==> src/rtl/dachost_consts.svh <==
// constants for the serial/byte converter host controller
// assumes a 100 MHz system clock and APB register access with 32-bit data
// Functional notes
// - after clear, reload by load pulse alone
// - chained devices need separate load unless simultaneous
// - halves load in any order, independently
// - byte mode: set lower strobe before clearing
`ifndef DACHOST_CONSTS_SVH
`define DACHOST_CONSTS_SVH

// register byte offsets
`define DACHOST_ADDR_CTRL 12'h000
`define DACHOST_ADDR_DATA 12'h004
`define DACHOST_ADDR_CMD 12'h008
`define DACHOST_ADDR_STATUS 12'h00C

// control register fields
`define DACHOST_CTRL_BYTE_MODE 0
`define DACHOST_CTRL_MSB_FIRST 1
`define DACHOST_CTRL_CLR_BIPOLAR 2

// command register fields
`define DACHOST_CMD_SEND 0
`define DACHOST_CMD_LOAD 1
`define DACHOST_CMD_CLEAR 2

// status register fields
`define DACHOST_STAT_BUSY 0
`define DACHOST_STAT_CHAIN_LSB 16

// reset values
`define DACHOST_CTRL_RESET 3'h0
`define DACHOST_CODE_RESET 16'h0000

// timing
`define DACHOST_CLK_PERIOD_NS 10
`define DACHOST_CS_HALF_NS 40
`define DACHOST_STROBE_NS 40
`define DACHOST_CS_HALF_CYC \
    ((`DACHOST_CS_HALF_NS + `DACHOST_CLK_PERIOD_NS - 1) / `DACHOST_CLK_PERIOD_NS)
`define DACHOST_STROBE_CYC \
    ((`DACHOST_STROBE_NS + `DACHOST_CLK_PERIOD_NS - 1) / `DACHOST_CLK_PERIOD_NS)

`endif

==> src/rtl/dachost_pkg.sv <==
// types of the converter host controller
// assumes nothing beyond a SystemVerilog elaborator
package dachost_pkg;

    typedef enum logic [3:0] {
        ST_IDLE,
        ST_SER_LOW,
        ST_SER_HIGH,
        ST_BYTE_SET,
        ST_BYTE_STB,
        ST_LOAD,
        ST_CLR_SET,
        ST_CLR_PULSE,
        ST_CLR_HOLD
    } dachost_state_t;

    typedef struct packed {
        dachost_state_t st;
        logic [7:0] cnt;
        logic [4:0] bitn;
        logic [2:0] pend;
        logic byte_mode;
        logic msb_first;
        logic clr_bip;
        logic [15:0] code;
        logic [15:0] chain;
        logic sy1;
        logic sy2;
        logic [31:0] prdata;
        logic ser_n;
        logic [7:0] dbus;
        logic ubs_n;
        logic lbs_n;
        logic cs_n;
        logic clr_n;
        logic converter_latch_load;
    } dachost_regs_t;

endpackage : dachost_pkg

==> src/rtl/dachost_top.sv <==
// host controller that drives a serial/byte 16-bit converter through its pins
// assumes APB software access on CLK_I and a device wired directly to the pins
`timescale 1ns/1ps
`default_nettype none
`include "dachost_consts.svh"

module dachost_top (
    input wire logic CLK_I,
    input wire logic RESETN_I,
    input wire logic CE_I,
    input wire logic PSEL_I,
    input wire logic PENABLE_I,
    input wire logic PWRITE_I,
    input wire logic [11:0] PADDR_I,
    input wire logic [31:0] PWDATA_I,
    output logic [31:0] PRDATA_O,
    output logic PREADY_O,
    output logic PSLVERR_O,
    output logic SERIAL_MODE_SELECT_N_O,
    output logic [7:0] BYTE_DATA_BUS_O,
    output logic UPPER_BYTE_STROBE_N_O,
    output logic LOWER_BYTE_STROBE_N_O,
    output logic CHIP_SELECT_N_O,
    output logic OUTPUT_CLEAR_N_O,
    output logic CONVERTER_LATCH_LOAD_O,
    input wire logic SERIAL_CHAIN_OUT_I
);

    localparam logic [7:0] HALF_CYC = 8'(`DACHOST_CS_HALF_CYC);
    localparam logic [7:0] STB_CYC = 8'(`DACHOST_STROBE_CYC);

    logic rst_meta_q;
    logic rst_n;
    dachost_pkg::dachost_regs_t q;
    dachost_pkg::dachost_regs_t d;
    logic setup_ph;
    logic access_wr;
    logic mapped;
    logic busy;

    ////////////////////////////////////////////////////////////////////////////
    // reset release through two flops so every state flop leaves reset together
    always_ff @(posedge CLK_I or negedge RESETN_I) begin
        if (!RESETN_I) begin
            rst_meta_q <= 1'b0;
            rst_n <= 1'b0;
        end else begin
            rst_meta_q <= 1'b1;
            rst_n <= rst_meta_q;
        end
    end

    // serial bit for position n, in the order software chose
    function automatic logic ser_bit(input logic [15:0] code, input logic msb,
                                     input logic [3:0] n);
        ser_bit = msb ? code[4'hF - n] : code[n];
    endfunction : ser_bit

    ////////////////////////////////////////////////////////////////////////////
    // bus decode; zero-wait slave, frozen along with everything else by CE_I
    assign setup_ph = PSEL_I && !PENABLE_I;
    assign access_wr = PSEL_I && PENABLE_I && PWRITE_I && CE_I;
    assign mapped = (PADDR_I == `DACHOST_ADDR_CTRL) || (PADDR_I == `DACHOST_ADDR_DATA) ||
                    (PADDR_I == `DACHOST_ADDR_CMD) || (PADDR_I == `DACHOST_ADDR_STATUS);
    assign busy = (q.st != dachost_pkg::ST_IDLE) || (q.pend != 3'h0);
    assign PREADY_O = CE_I;
    assign PSLVERR_O = PSEL_I && PENABLE_I && !mapped;
    assign PRDATA_O = q.prdata;

    // pins straight from flops so the device sees glitch-free strobes
    assign SERIAL_MODE_SELECT_N_O = q.ser_n;
    assign BYTE_DATA_BUS_O = q.dbus;
    assign UPPER_BYTE_STROBE_N_O = q.ubs_n;
    assign LOWER_BYTE_STROBE_N_O = q.lbs_n;
    assign CHIP_SELECT_N_O = q.cs_n;
    assign OUTPUT_CLEAR_N_O = q.clr_n;
    assign CONVERTER_LATCH_LOAD_O = q.converter_latch_load;

    ////////////////////////////////////////////////////////////////////////////
    // next-state logic: register file, chain sampler and pin sequencer
    always_comb begin
        d = q;
        if (CE_I) begin
            // chain output comes from another device, so it is synchronised
            d.sy1 = SERIAL_CHAIN_OUT_I;
            d.sy2 = q.sy1;
            // read data captured in the setup phase, stable through access
            if (setup_ph) begin
                unique case (PADDR_I)
                    `DACHOST_ADDR_CTRL: d.prdata = {29'h0, q.clr_bip, q.msb_first, q.byte_mode};
                    `DACHOST_ADDR_DATA: d.prdata = {16'h0, q.code};
                    `DACHOST_ADDR_STATUS: d.prdata = {q.chain, 15'h0, busy};
                    default: d.prdata = 32'h0;
                endcase
            end
            // writes to settings are refused while a sequence runs, so pins never
            // change mode or data under an active strobe
            if (access_wr && !busy) begin
                unique case (PADDR_I)
                    `DACHOST_ADDR_CTRL: begin
                        d.byte_mode = PWDATA_I[`DACHOST_CTRL_BYTE_MODE];
                        d.msb_first = PWDATA_I[`DACHOST_CTRL_MSB_FIRST];
                        d.clr_bip = PWDATA_I[`DACHOST_CTRL_CLR_BIPOLAR];
                    end
                    `DACHOST_ADDR_DATA: d.code = PWDATA_I[15:0];
                    `DACHOST_ADDR_CMD: d.pend = PWDATA_I[2:0];
                    default: ;
                endcase
            end
            unique case (q.st)
                dachost_pkg::ST_IDLE: begin
                    // idle levels: mode pin follows control, upper strobe and chip select inactive
                    d.ser_n = q.byte_mode;
                    d.ubs_n = 1'b1;
                    // in serial mode the lower strobe just holds the clear target
                    d.lbs_n = q.byte_mode ? 1'b1 : q.clr_bip;
                    d.dbus = {6'h00, q.msb_first, 1'b0};
                    d.cs_n = 1'b1;
                    d.clr_n = 1'b1;
                    d.converter_latch_load = 1'b0;
                    // commands run send, then load, then clear
                    if (q.pend[`DACHOST_CMD_SEND]) begin
                        d.pend[`DACHOST_CMD_SEND] = 1'b0;
                        d.bitn = 5'h00;
                        if (q.byte_mode) begin
                            d.st = dachost_pkg::ST_BYTE_SET;
                            d.cnt = HALF_CYC - 8'h01;
                        end else begin
                            d.st = dachost_pkg::ST_SER_LOW;
                            d.cnt = HALF_CYC - 8'h01;
                            d.cs_n = 1'b0;
                            d.dbus[0] = ser_bit(q.code, q.msb_first, 4'h0);
                        end
                    end else if (q.pend[`DACHOST_CMD_LOAD]) begin
                        // a load alone restores the last word after a clear
                        d.pend[`DACHOST_CMD_LOAD] = 1'b0;
                        d.st = dachost_pkg::ST_LOAD;
                        d.cnt = STB_CYC - 8'h01;
                        d.converter_latch_load = 1'b1;
                    end else if (q.pend[`DACHOST_CMD_CLEAR]) begin
                        d.pend[`DACHOST_CMD_CLEAR] = 1'b0;
                        d.st = dachost_pkg::ST_CLR_SET;
                        d.cnt = HALF_CYC - 8'h01;
                        // target chosen before the clear edge; low byte is re-driven
                        // so a transparent low latch keeps its own contents
                        d.lbs_n = q.clr_bip;
                        d.dbus = q.code[7:0];
                    end
                end
                dachost_pkg::ST_SER_LOW: begin
                    d.cnt = q.cnt - 8'h01;
                    if (q.cnt == 8'h00) begin
                        d.cs_n = 1'b1;
                        d.st = dachost_pkg::ST_SER_HIGH;
                        d.cnt = HALF_CYC - 8'h01;
                    end
                end
                dachost_pkg::ST_SER_HIGH: begin
                    d.cnt = q.cnt - 8'h01;
                    if (q.cnt == 8'h00) begin
                        // sampled late in the high half so the chain bit has settled
                        d.chain = {q.chain[14:0], q.sy2};
                        if (q.bitn == 5'h0F) begin
                            d.st = dachost_pkg::ST_IDLE;
                        end else begin
                            d.bitn = q.bitn + 5'h01;
                            d.cs_n = 1'b0;
                            d.dbus[0] = ser_bit(q.code, q.msb_first, 4'(q.bitn + 5'h01));
                            d.st = dachost_pkg::ST_SER_LOW;
                            d.cnt = HALF_CYC - 8'h01;
                        end
                    end
                end
                dachost_pkg::ST_BYTE_SET: begin
                    // byte changes one cycle after the previous strobe released
                    d.dbus = q.bitn[0] ? q.code[7:0] : q.code[15:8];
                    d.cnt = q.cnt - 8'h01;
                    if (q.cnt == 8'h00) begin
                        d.st = dachost_pkg::ST_BYTE_STB;
                        d.cnt = STB_CYC - 8'h01;
                        d.cs_n = 1'b0;
                        d.ubs_n = q.bitn[0];
                        d.lbs_n = ~q.bitn[0];
                    end
                end
                dachost_pkg::ST_BYTE_STB: begin
                    d.cnt = q.cnt - 8'h01;
                    if (q.cnt == 8'h00) begin
                        // each half is a separate strobe, high half first
                        d.ubs_n = 1'b1;
                        d.lbs_n = 1'b1;
                        d.cs_n = 1'b1;
                        d.bitn = 5'h01;
                        d.cnt = HALF_CYC - 8'h01;
                        d.st = q.bitn[0] ? dachost_pkg::ST_IDLE : dachost_pkg::ST_BYTE_SET;
                    end
                end
                dachost_pkg::ST_LOAD: begin
                    d.cnt = q.cnt - 8'h01;
                    if (q.cnt == 8'h00) begin
                        d.converter_latch_load = 1'b0;
                        d.st = dachost_pkg::ST_IDLE;
                    end
                end
                dachost_pkg::ST_CLR_SET: begin
                    d.cnt = q.cnt - 8'h01;
                    if (q.cnt == 8'h00) begin
                        d.clr_n = 1'b0;
                        d.st = dachost_pkg::ST_CLR_PULSE;
                        d.cnt = STB_CYC - 8'h01;
                    end
                end
                dachost_pkg::ST_CLR_PULSE: begin
                    d.cnt = q.cnt - 8'h01;
                    if (q.cnt == 8'h00) begin
                        d.clr_n = 1'b1;
                        d.st = dachost_pkg::ST_CLR_HOLD;
                        d.cnt = HALF_CYC - 8'h01;
                    end
                end
                dachost_pkg::ST_CLR_HOLD: begin
                    // target held past the clear edge, then idle levels return
                    d.cnt = q.cnt - 8'h01;
                    if (q.cnt == 8'h00) begin
                        d.st = dachost_pkg::ST_IDLE;
                    end
                end
            endcase
        end
    end

    ////////////////////////////////////////////////////////////////////////////
    // state register; converter content is unknown until software loads or clears
    always_ff @(posedge CLK_I or negedge rst_n) begin
        if (!rst_n) begin
            q <= '0;
            q.st <= dachost_pkg::ST_IDLE;
            q.ser_n <= 1'b1;
            q.dbus <= 8'h00;
            q.ubs_n <= 1'b1;
            q.lbs_n <= 1'b1;
            q.cs_n <= 1'b1;
            q.clr_n <= 1'b1;
            {q.clr_bip, q.msb_first, q.byte_mode} <= `DACHOST_CTRL_RESET;
            q.code <= `DACHOST_CODE_RESET;
        end else begin
            q <= d;
        end
    end

    ////////////////////////////////////////////////////////////////////////////
    // checks: rising chip-select edges counted per serial send
    logic [4:0] edges_q;
    always_ff @(posedge CLK_I or negedge rst_n) begin
        if (!rst_n) begin
            edges_q <= 5'h00;
        end else if (CE_I) begin
            if (q.st == dachost_pkg::ST_IDLE) begin
                edges_q <= 5'h00;
            end else if (!q.cs_n && d.cs_n) begin
                edges_q <= edges_q + 5'h01;
            end
        end
    end

    a_mode_pin_idle: assert property (@(posedge CLK_I) disable iff (!rst_n || !CE_I)
        q.st == dachost_pkg::ST_IDLE |=> q.ser_n == $past(q.byte_mode))
        else $error("mode pin does not follow control");
    a_shift_order_pin: assert property (@(posedge CLK_I) disable iff (!rst_n || !CE_I)
        !q.ser_n && !q.cs_n |-> q.dbus[1] == q.msb_first)
        else $error("shift order pin wrong during serial strobe");
    a_upper_quiet_serial: assert property (@(posedge CLK_I) disable iff (!rst_n || !CE_I)
        !q.ser_n |-> q.ubs_n)
        else $error("upper strobe active in serial mode");
    a_serial_data_stable: assert property (@(posedge CLK_I) disable iff (!rst_n || !CE_I)
        !q.ser_n && $rose(q.cs_n) |-> $stable(q.dbus[0]) && $past(q.cs_n, 2) == 1'b0)
        else $error("serial data moved at chip-select rise");
    a_sixteen_edges: assert property (@(posedge CLK_I) disable iff (!rst_n || !CE_I)
        q.st == dachost_pkg::ST_SER_HIGH && d.st == dachost_pkg::ST_IDLE
        |-> edges_q == 5'h10)
        else $error("serial send did not give sixteen edges");
    a_load_width: assert property (@(posedge CLK_I) disable iff (!rst_n || !CE_I)
        $rose(q.converter_latch_load) |-> q.converter_latch_load[*4] ##1 !q.converter_latch_load)
        else $error("load pulse width wrong");
    a_clear_target: assert property (@(posedge CLK_I) disable iff (!rst_n || !CE_I)
        $fell(q.clr_n) |-> q.lbs_n == q.clr_bip && $past(q.lbs_n, 3) == q.clr_bip
        ##1 (!q.clr_n && q.lbs_n == q.clr_bip)[*3] ##1 q.clr_n)
        else $error("clear target not held around clear");
    a_byte_high_half: assert property (@(posedge CLK_I) disable iff (!rst_n || !CE_I)
        !q.ubs_n |-> q.dbus == q.code[15:8] && q.lbs_n && q.ser_n)
        else $error("upper strobe with wrong byte");
    a_byte_low_half: assert property (@(posedge CLK_I) disable iff (!rst_n || !CE_I)
        $fell(q.lbs_n) && q.byte_mode && q.clr_n && q.st == dachost_pkg::ST_BYTE_STB
        |-> q.dbus == q.code[7:0] && q.ubs_n)
        else $error("lower strobe with wrong byte");

    c_serial_send: cover property (@(posedge CLK_I) disable iff (!rst_n)
        q.st == dachost_pkg::ST_SER_HIGH && d.st == dachost_pkg::ST_IDLE);
    c_byte_send: cover property (@(posedge CLK_I) disable iff (!rst_n)
        q.st == dachost_pkg::ST_BYTE_STB && q.bitn[0] && d.st == dachost_pkg::ST_IDLE);
    c_load: cover property (@(posedge CLK_I) disable iff (!rst_n) $fell(q.converter_latch_load));
    c_clear_bipolar: cover property (@(posedge CLK_I) disable iff (!rst_n)
        $fell(q.clr_n) && q.lbs_n);

endmodule : dachost_top

`default_nettype wire

==> config.mk <==
export PLATFORM = sky130hd
export DESIGN_NAME = dachost_top
export DESIGN_NICKNAME = d
export VERILOG_FILES = /design/src/rtl/dachost_pkg.sv /design/src/rtl/dachost_top.sv
export VERILOG_INCLUDE_DIRS = /design/src /design/src/rtl
export SDC_FILE = /design/constraint.sdc
export NUM_CORES = 1
export LEC_CHECK = 0
export BUFFER_PORTS_ARGS = -buffer_cell sky130_fd_sc_hd__clkbuf_2
export CAP_MARGIN = 15
export CORE_ASPECT_RATIO = 1.2
export CORE_MARGIN = 2
export CORE_UTILIZATION = 40
export CTS_CLUSTER_SIZE = 24
export DETAILED_ROUTE_END_ITERATION = 6
export SLEW_MARGIN = 15
export SYNTH_ARGS = -nofsm -noshare
export SYNTH_HDL_FRONTEND = slang
export SYNTH_SLANG_ARGS = --single-unit
==> constraint.sdc <==
create_clock -name CLK_I -period 3.3 [get_ports CLK_I]
set_input_delay 0 -clock CLK_I [delete_from_list [all_inputs] [get_ports CLK_I]]
set_output_delay 0 -clock CLK_I [all_outputs]
set_load 0.005 [all_outputs]
---- Word level (Yosys, flattened, before mapping) ----
Index checks and enable logic that the tools add are counted.
word-level totals
  register bits ........................... 105
  input port bits ......................... 51
operators by class
  reductions and logical operators ........ 40
  add/sub/neg operators ................... 3
  multiplexer cells ....................... 62
  equality and inequality tests ........... 23
  bitwise operators ....................... 1
  magnitude comparators ................... 2
operators with widths
  kind                                                        count
  case mux 12 bit (8 select lines)                            1
  case mux 32 bit (3 select lines)                            1
  two-way mux 12 bit                                          7
  two-way mux 17 bit                                          2
  two-way mux 1 bit                                           25
  == test 12 x 4 -> 1 bit, second input constant              2
  two-way mux 8 bit                                           3
  two-way mux 22 bit                                          1
  != test 2 bit, second input constant                        9
  == test 4 x 3 -> 1 bit, second input constant               4
  two-way mux 16 bit                                          1
  two-way mux 3 bit                                           5
  case mux 5 bit (3 select lines)                             1
  nonzero test 3 bit                                          5
  case mux 7 bit (2 select lines)                             1
  two-way mux 13 bit                                          1
  == test 12 x 3 -> 1 bit, second input constant              1
  logical NOT 12 bit                                          1
  AND reduction 3 bit                                         4
  AND reduction 4 bit                                         3
  less-than comparator 4 x 5 -> 1 bit, second input constant  2
  two-way mux 10 bit                                          1
  AND reduction 9 bit                                         1
  binary-select mux 1 bit (select 4 bit)                      2
  other kinds (30)                                            47

---- Logic depth before layout (Yosys ltp) ----
  depth after elaboration ................. 9
  mapped depth ............................ 8
  depth with buffers taken out ............ 7

---- Worst setup path before layout ----
No wires, ideal clock.
  path type ............................... reg-to-reg
  start ................................... register q[87] in the netlist's numbering
  end ..................................... register q (netlist bit BYTE_DATA_BUS_O[0])
  arrival time ............................ 2.184 ns
  setup slack ............................. 0.962 ns
  data required time ...................... 3.146 ns
  cell stages (with the launch flop) ...... 7
  library setup time ...................... 0.154 ns
  path buffers ............................ 1
  cells stage by stage .................... dfrtp_1 > ha_1 > clkbuf_1 > mux4_2 > mux4_2 > nand3b_1 > a41oi_1
between the ends
  cells in the longest elaborated chain, start to end .. 8
  elaborated cells on any way between the ends .. 13
  those cells by class .................... add/sub (2); eq/ne (2); mux (8); reduce/logical (1)
RTL lines
  what                                     line                source
  start: declaration                       dachost_top.sv:34   dachost_pkg::dachost_regs_t q;
  adder 5 x 1 -> 5 bit                     dachost_top.sv:168  d.dbus[0] = ser_bit(q.code, q.msb_first, 4'(q.bitn + 5'h01));
  subtractor 4 bit                         dachost_top.sv:56   ser_bit = msb ? code[4'hF - n] : code[n];
  binary-select mux 1 bit (select 4 bit)   dachost_top.sv:56
  two-way mux 1 bit (not written as such)  dachost_top.sv:56
  two-way mux 1 bit                        dachost_top.sv:56
  two-way mux 1 bit                        dachost_top.sv:163  if (q.bitn == 5'h0F) begin
  two-way mux 1 bit                        dachost_top.sv:160  if (q.cnt == 8'h00) begin
  case mux 1 bit (3 select lines)          dachost_top.sv:110  unique case (q.st)
Several ways; a longest one is shown, not always the timed one. The select of a mux whose other input is x is not followed.
A chain may end at the register's enable or synchronous reset.

---- Final worst setup path ----
  start ................................... register q[100] in the netlist's numbering
  end ..................................... register q[75] in the netlist's numbering
between the ends
  cells in the longest elaborated chain, start to end .. 5
RTL lines
  what                           line               source
  nonzero test 4 bit             dachost_top.sv:65  assign busy = (q.st != dachost_pkg::ST_IDLE) || (q.pend != 3'h0);
  logical OR 1 bit               dachost_top.sv:65
  logical NOT 1 bit              dachost_top.sv:98  if (access_wr && !busy) begin
  logical AND 1 bit              dachost_top.sv:98
  AND reduction 3 bit (no line)  -
No other way between the ends.

==> summary.log <==
[outcome] run status completed
[cts] clock slew seen by the registers of the worst setup and hold paths 0.07 ns
[detailed_routing] number of DRC violations after detailed-routing iteration 0 237
[detailed_routing] wire length reported by the detailed router 12.1 mm
[floorplan] vertical die dimension 133 um
[critical_path] kind of launch point of the worst setup path flop
[floorplan] area of the die 0.0148 sq mm
[cts] post-CTS repair timing setup buffer count 0
[synth] Adder-Cell Fraction of Synth Area 0.00453
[floorplan] Site Rows 47
[detailed_routing] average vias per placed instance 5.47
[synth] share of synthesized cell area in and, or, nand and nor gates 0.131
[placement] count of buffers from port buffering 82
[floorplan] die width 111 um
[cts] clock root buffer master sky130_fd_sc_hd__clkbuf_16
[detailed_routing] overall via count from detail_route 3870
[synth] post-synthesis cell count 474
[cells_and_area] count of antenna diodes in the layout 0
[power] sequential group share of total power 0.515
[sta] aggregate negative setup slack 0 ns
[worst_hold_path] Min-Delay Path Class input pin to flop
[floorplan] number of I/O pins 99
[synth] Post-synth top cells 100 x sky130_fd_sc_hd__dfrtp_1, 43 x sky130_fd_sc_hd__buf_4, 35 x sky130_fd_sc_hd__a22o_1, 28 x sky130_fd_sc_hd__nand2_1, 22 x sky130_fd_sc_hd__mux2_2
[detailed_routing] number of antenna-violating nets in the routed design 0
[synth] cell accounting for the most synthesized area sky130_fd_sc_hd__dfrtp_1
[critical_path] WP data arrival 2.78 ns
[critical_path] Setup crit end kind flop
[sta] count of endpoints failing setup in the final report 0
[synth] share of Yosys cell area claimed by the top area cell type 0.453
[synth] main area contributors after synthesis sky130_fd_sc_hd__dfrtp_1 45%, sky130_fd_sc_hd__buf_4 5.8%, sky130_fd_sc_hd__a22o_1 5.6%
[global_routing] total global routing overflow 0
[synth] most common cell in the netlist sky130_fd_sc_hd__dfrtp_1
[synth] combinational family with the most area after synthesis compound AO/OA/AOI/OAI gates
[flow_run] max-cap check violation count 0
[power] internal power summed over all cells 2.05 mW
[power] Pwr per Cell Area 433 mW/mm^2
[sta] number of endpoints with negative hold slack in the final report 0
[cts] clk_lat worst skew 0.35 ns
[placement] placed instance count 673
[placement] placed standard-cell area 0.00581 sq mm
[power] switching part of the total 0.250
[power] total design power 2.73 mW
[sta] slew of the pin with the lowest slew margin 1.03 ns
[cts] TritonCTS clock tree built
[cells_and_area] number of fill cells in the layout 1290
[synth] Synth Net Count 527
[synth] synthesis-stage register bit count 105
[synth] Syn. warnings 0
[cts] Post-CTS Resized 0
[critical_path] maximum fanout along the worst path 23
[power] clock power share 0.409
[synth] synth unique cells 74
[cells_and_area] ratio of cells with drive above 1 in the final layout 0.328
[power] Net Sw Power 0.684 mW
[sta] period utilization 0.772
[sta] smallest hold slack 0.0844 ns
[synth] post-synthesis instance area 0.00552 sq mm
[synth] Mapped Avg Cell Area 11.6 sq um
[synth] Post-synth top flop sky130_fd_sc_hd__dfrtp_1
[global_routing] antenna violations before repair 0
[sta] worst rel slew slack 0.315
[detailed_routing] number of design rule violations left after detail routing 0
[power] maximum vdd drop 0.000211 V
[placement] Detail Placement HPWL 8.67 mm
[global_routing] global-route usage over all layers 0.169
[synth] mux contribution to synthesized area 0.138
[power] part of the total power dissipated in combinational logic 0.075
[cells_and_area] nets@finish 585
[cells_and_area] cell area after layout 0.00631 sq mm
[critical_path] required time at the worst-slack endpoint 3.54 ns
[synth] number of enable-type register cells in the synthesized netlist 0
[placement] weighted congestion at the end of routability-driven global placement 0.812
[detailed_routing] wire length per cell 17.1 um
[synth] xor and xnor fraction of the mapped netlist area 0.00476
[global_routing] via count of the first global-routing pass 3939
[global_routing] first-pass GRT wire length 20.3 mm
[sta] total count of max-transition violations in the final report 0
[sta] maximum achievable frequency 392 MHz
[sta] RSZ-0062 raised after global routing no
[floorplan] initial core utilization 0.405
[critical_path] critical path class flop to flop
[cells_and_area] Finished Core Util 0.462
[sta] Min Clock Period, post-route 2.55 ns
[synth] complex-gate fraction of the synthesized area 0.160
[cts] sink count of the clock tree 105
[sta] final worst setup slack 0.751 ns
[cts] number of buffers between clock root and the deepest sink 2
[placement] setup slack at placement 0.748 ns
[floorplan] core area 0.0136 sq mm
[power] standby leakage power 2.96 nW
[cells_and_area] count of non-filler cells in the finished layout 708
[cts] number of buffers added by the clock tree synthesis step 9
[sta] worst clock skew 0.00738 ns
[detailed_routing] DRT Pass-1 Iters 4
[cts] H-tree depth 3
[global_routing] largest net degree at the start of global routing 81
[cells_and_area] Area growth syn-to-layout 14.3%
[synth] portion of the post-synthesis area used by sequential elements 0.477
[synth] fraction of registers with async set/reset 1.00
-- flip-flops by register name, summed over array words and instances (netlist names) --
signal	count
BYTE_DATA_BUS_O	8
CHIP_SELECT_N_O	1
CONVERTER_LATCH_LOAD_O	1
LOWER_BYTE_STROBE_N_O	1
OUTPUT_CLEAR_N_O	1
PRDATA_O	32
SERIAL_MODE_SELECT_N_O	1
UPPER_BYTE_STROBE_N_O	1
q	57
rst_meta_q	1
rst_n	1
-- worst max-delay path, cell delays in order (launching register included) --
cell                      delay (ns)
sky130_fd_sc_hd__dfrtp_1        0.68
sky130_fd_sc_hd__nor4_4         0.49
sky130_fd_sc_hd__nand3_2        0.16
sky130_fd_sc_hd__nor2_1         0.21
sky130_fd_sc_hd__nand3_2        0.43
sky130_fd_sc_hd__mux2_4         0.46
-- layout make-up --
class,instances,area [sq um],share of cell area
clock inverter,7,83.8,0.0133
tap,171,214,0.0339
timing repair buffer,112,683,0.108
multi-input combinational,297,2440,0.387
clock buffer,9,225,0.0357
inverter,7,26.3,0.00417
sequential,105,2640,0.418
-- what timing repair did --
item,in CTS,in global routing
hold buffers,19,0
hold endpoints to repair,25,0
setup endpoints to repair,0,0
-- power groups by stage --
stage	combinational (mW)	sequential, mW	clock, mW
final	0.205	1.41	1.12
after global routing	0.229	1.42	1.21
after CTS	0.208	1.41	1.15
after detailed placement	0.190	1.43	0
after global placement	0.184	1.43	0
after floorplan	0.127	1.42	0
-- layer usage --
layer,track usage,up-vias,share of wire
met5,0,-,0
met4,0.0617,0,0.010
met3,0.0380,8,0.040
met2,0.275,79,0.50
met1,0.224,1934,0.45
li1,-,1849,-
-- path summary, 6_finish.rpt --
| check | slack, ns | from | cells after the start | to |
|---|---|---|---|---|
| min in group asynchronous | 0.50 | RESETN_I | 3 | rst_n |
| max | 0.75 | q[100] | 5 | q[75] |
| min reg2reg | 0.35 | rst_meta_q | 0 | rst_n |
| min | 0.08 | PADDR_I[2] | 3 | PRDATA_O[1] |
| max in group asynchronous | 1.96 | rst_n | 1 | UPPER_BYTE_STROBE_N_O |
| max reg2reg | 0.75 | q[100] | 5 | q[75] |
-- cells by family after synthesis --
logic type	Yosys count
flip-flops	105
XOR/XNOR	3
multiplexers	56
AND/OR/NAND/NOR	118
buffers and inverters	72
AO/OA/AOI/OAI	117
adder cells (fa/ha/maj)	2
other	1
-- cells in the final DEF (no fill, tap or decap), drive strengths merged, types with 3 or more instances in the layout --
cell type,instances
a32oi,3
inv,11
a22oi,6
nand3,7
buf,11
o41ai,3
nand2b,5
nor2,22
nor3,13
mux2,43
dlygate4sd3,19
a22o,37
mux4,9
clkbuf,91
mux2i,4
a31oi,3
nor4b,3
a21oi,18
nand2,28
nor4,7
dfrtp,100
o21ai,20
nor2b,6
o31ai,3
nand4,4
dfstp,5
nor3b,6
(Power assumes the default switching activity.)
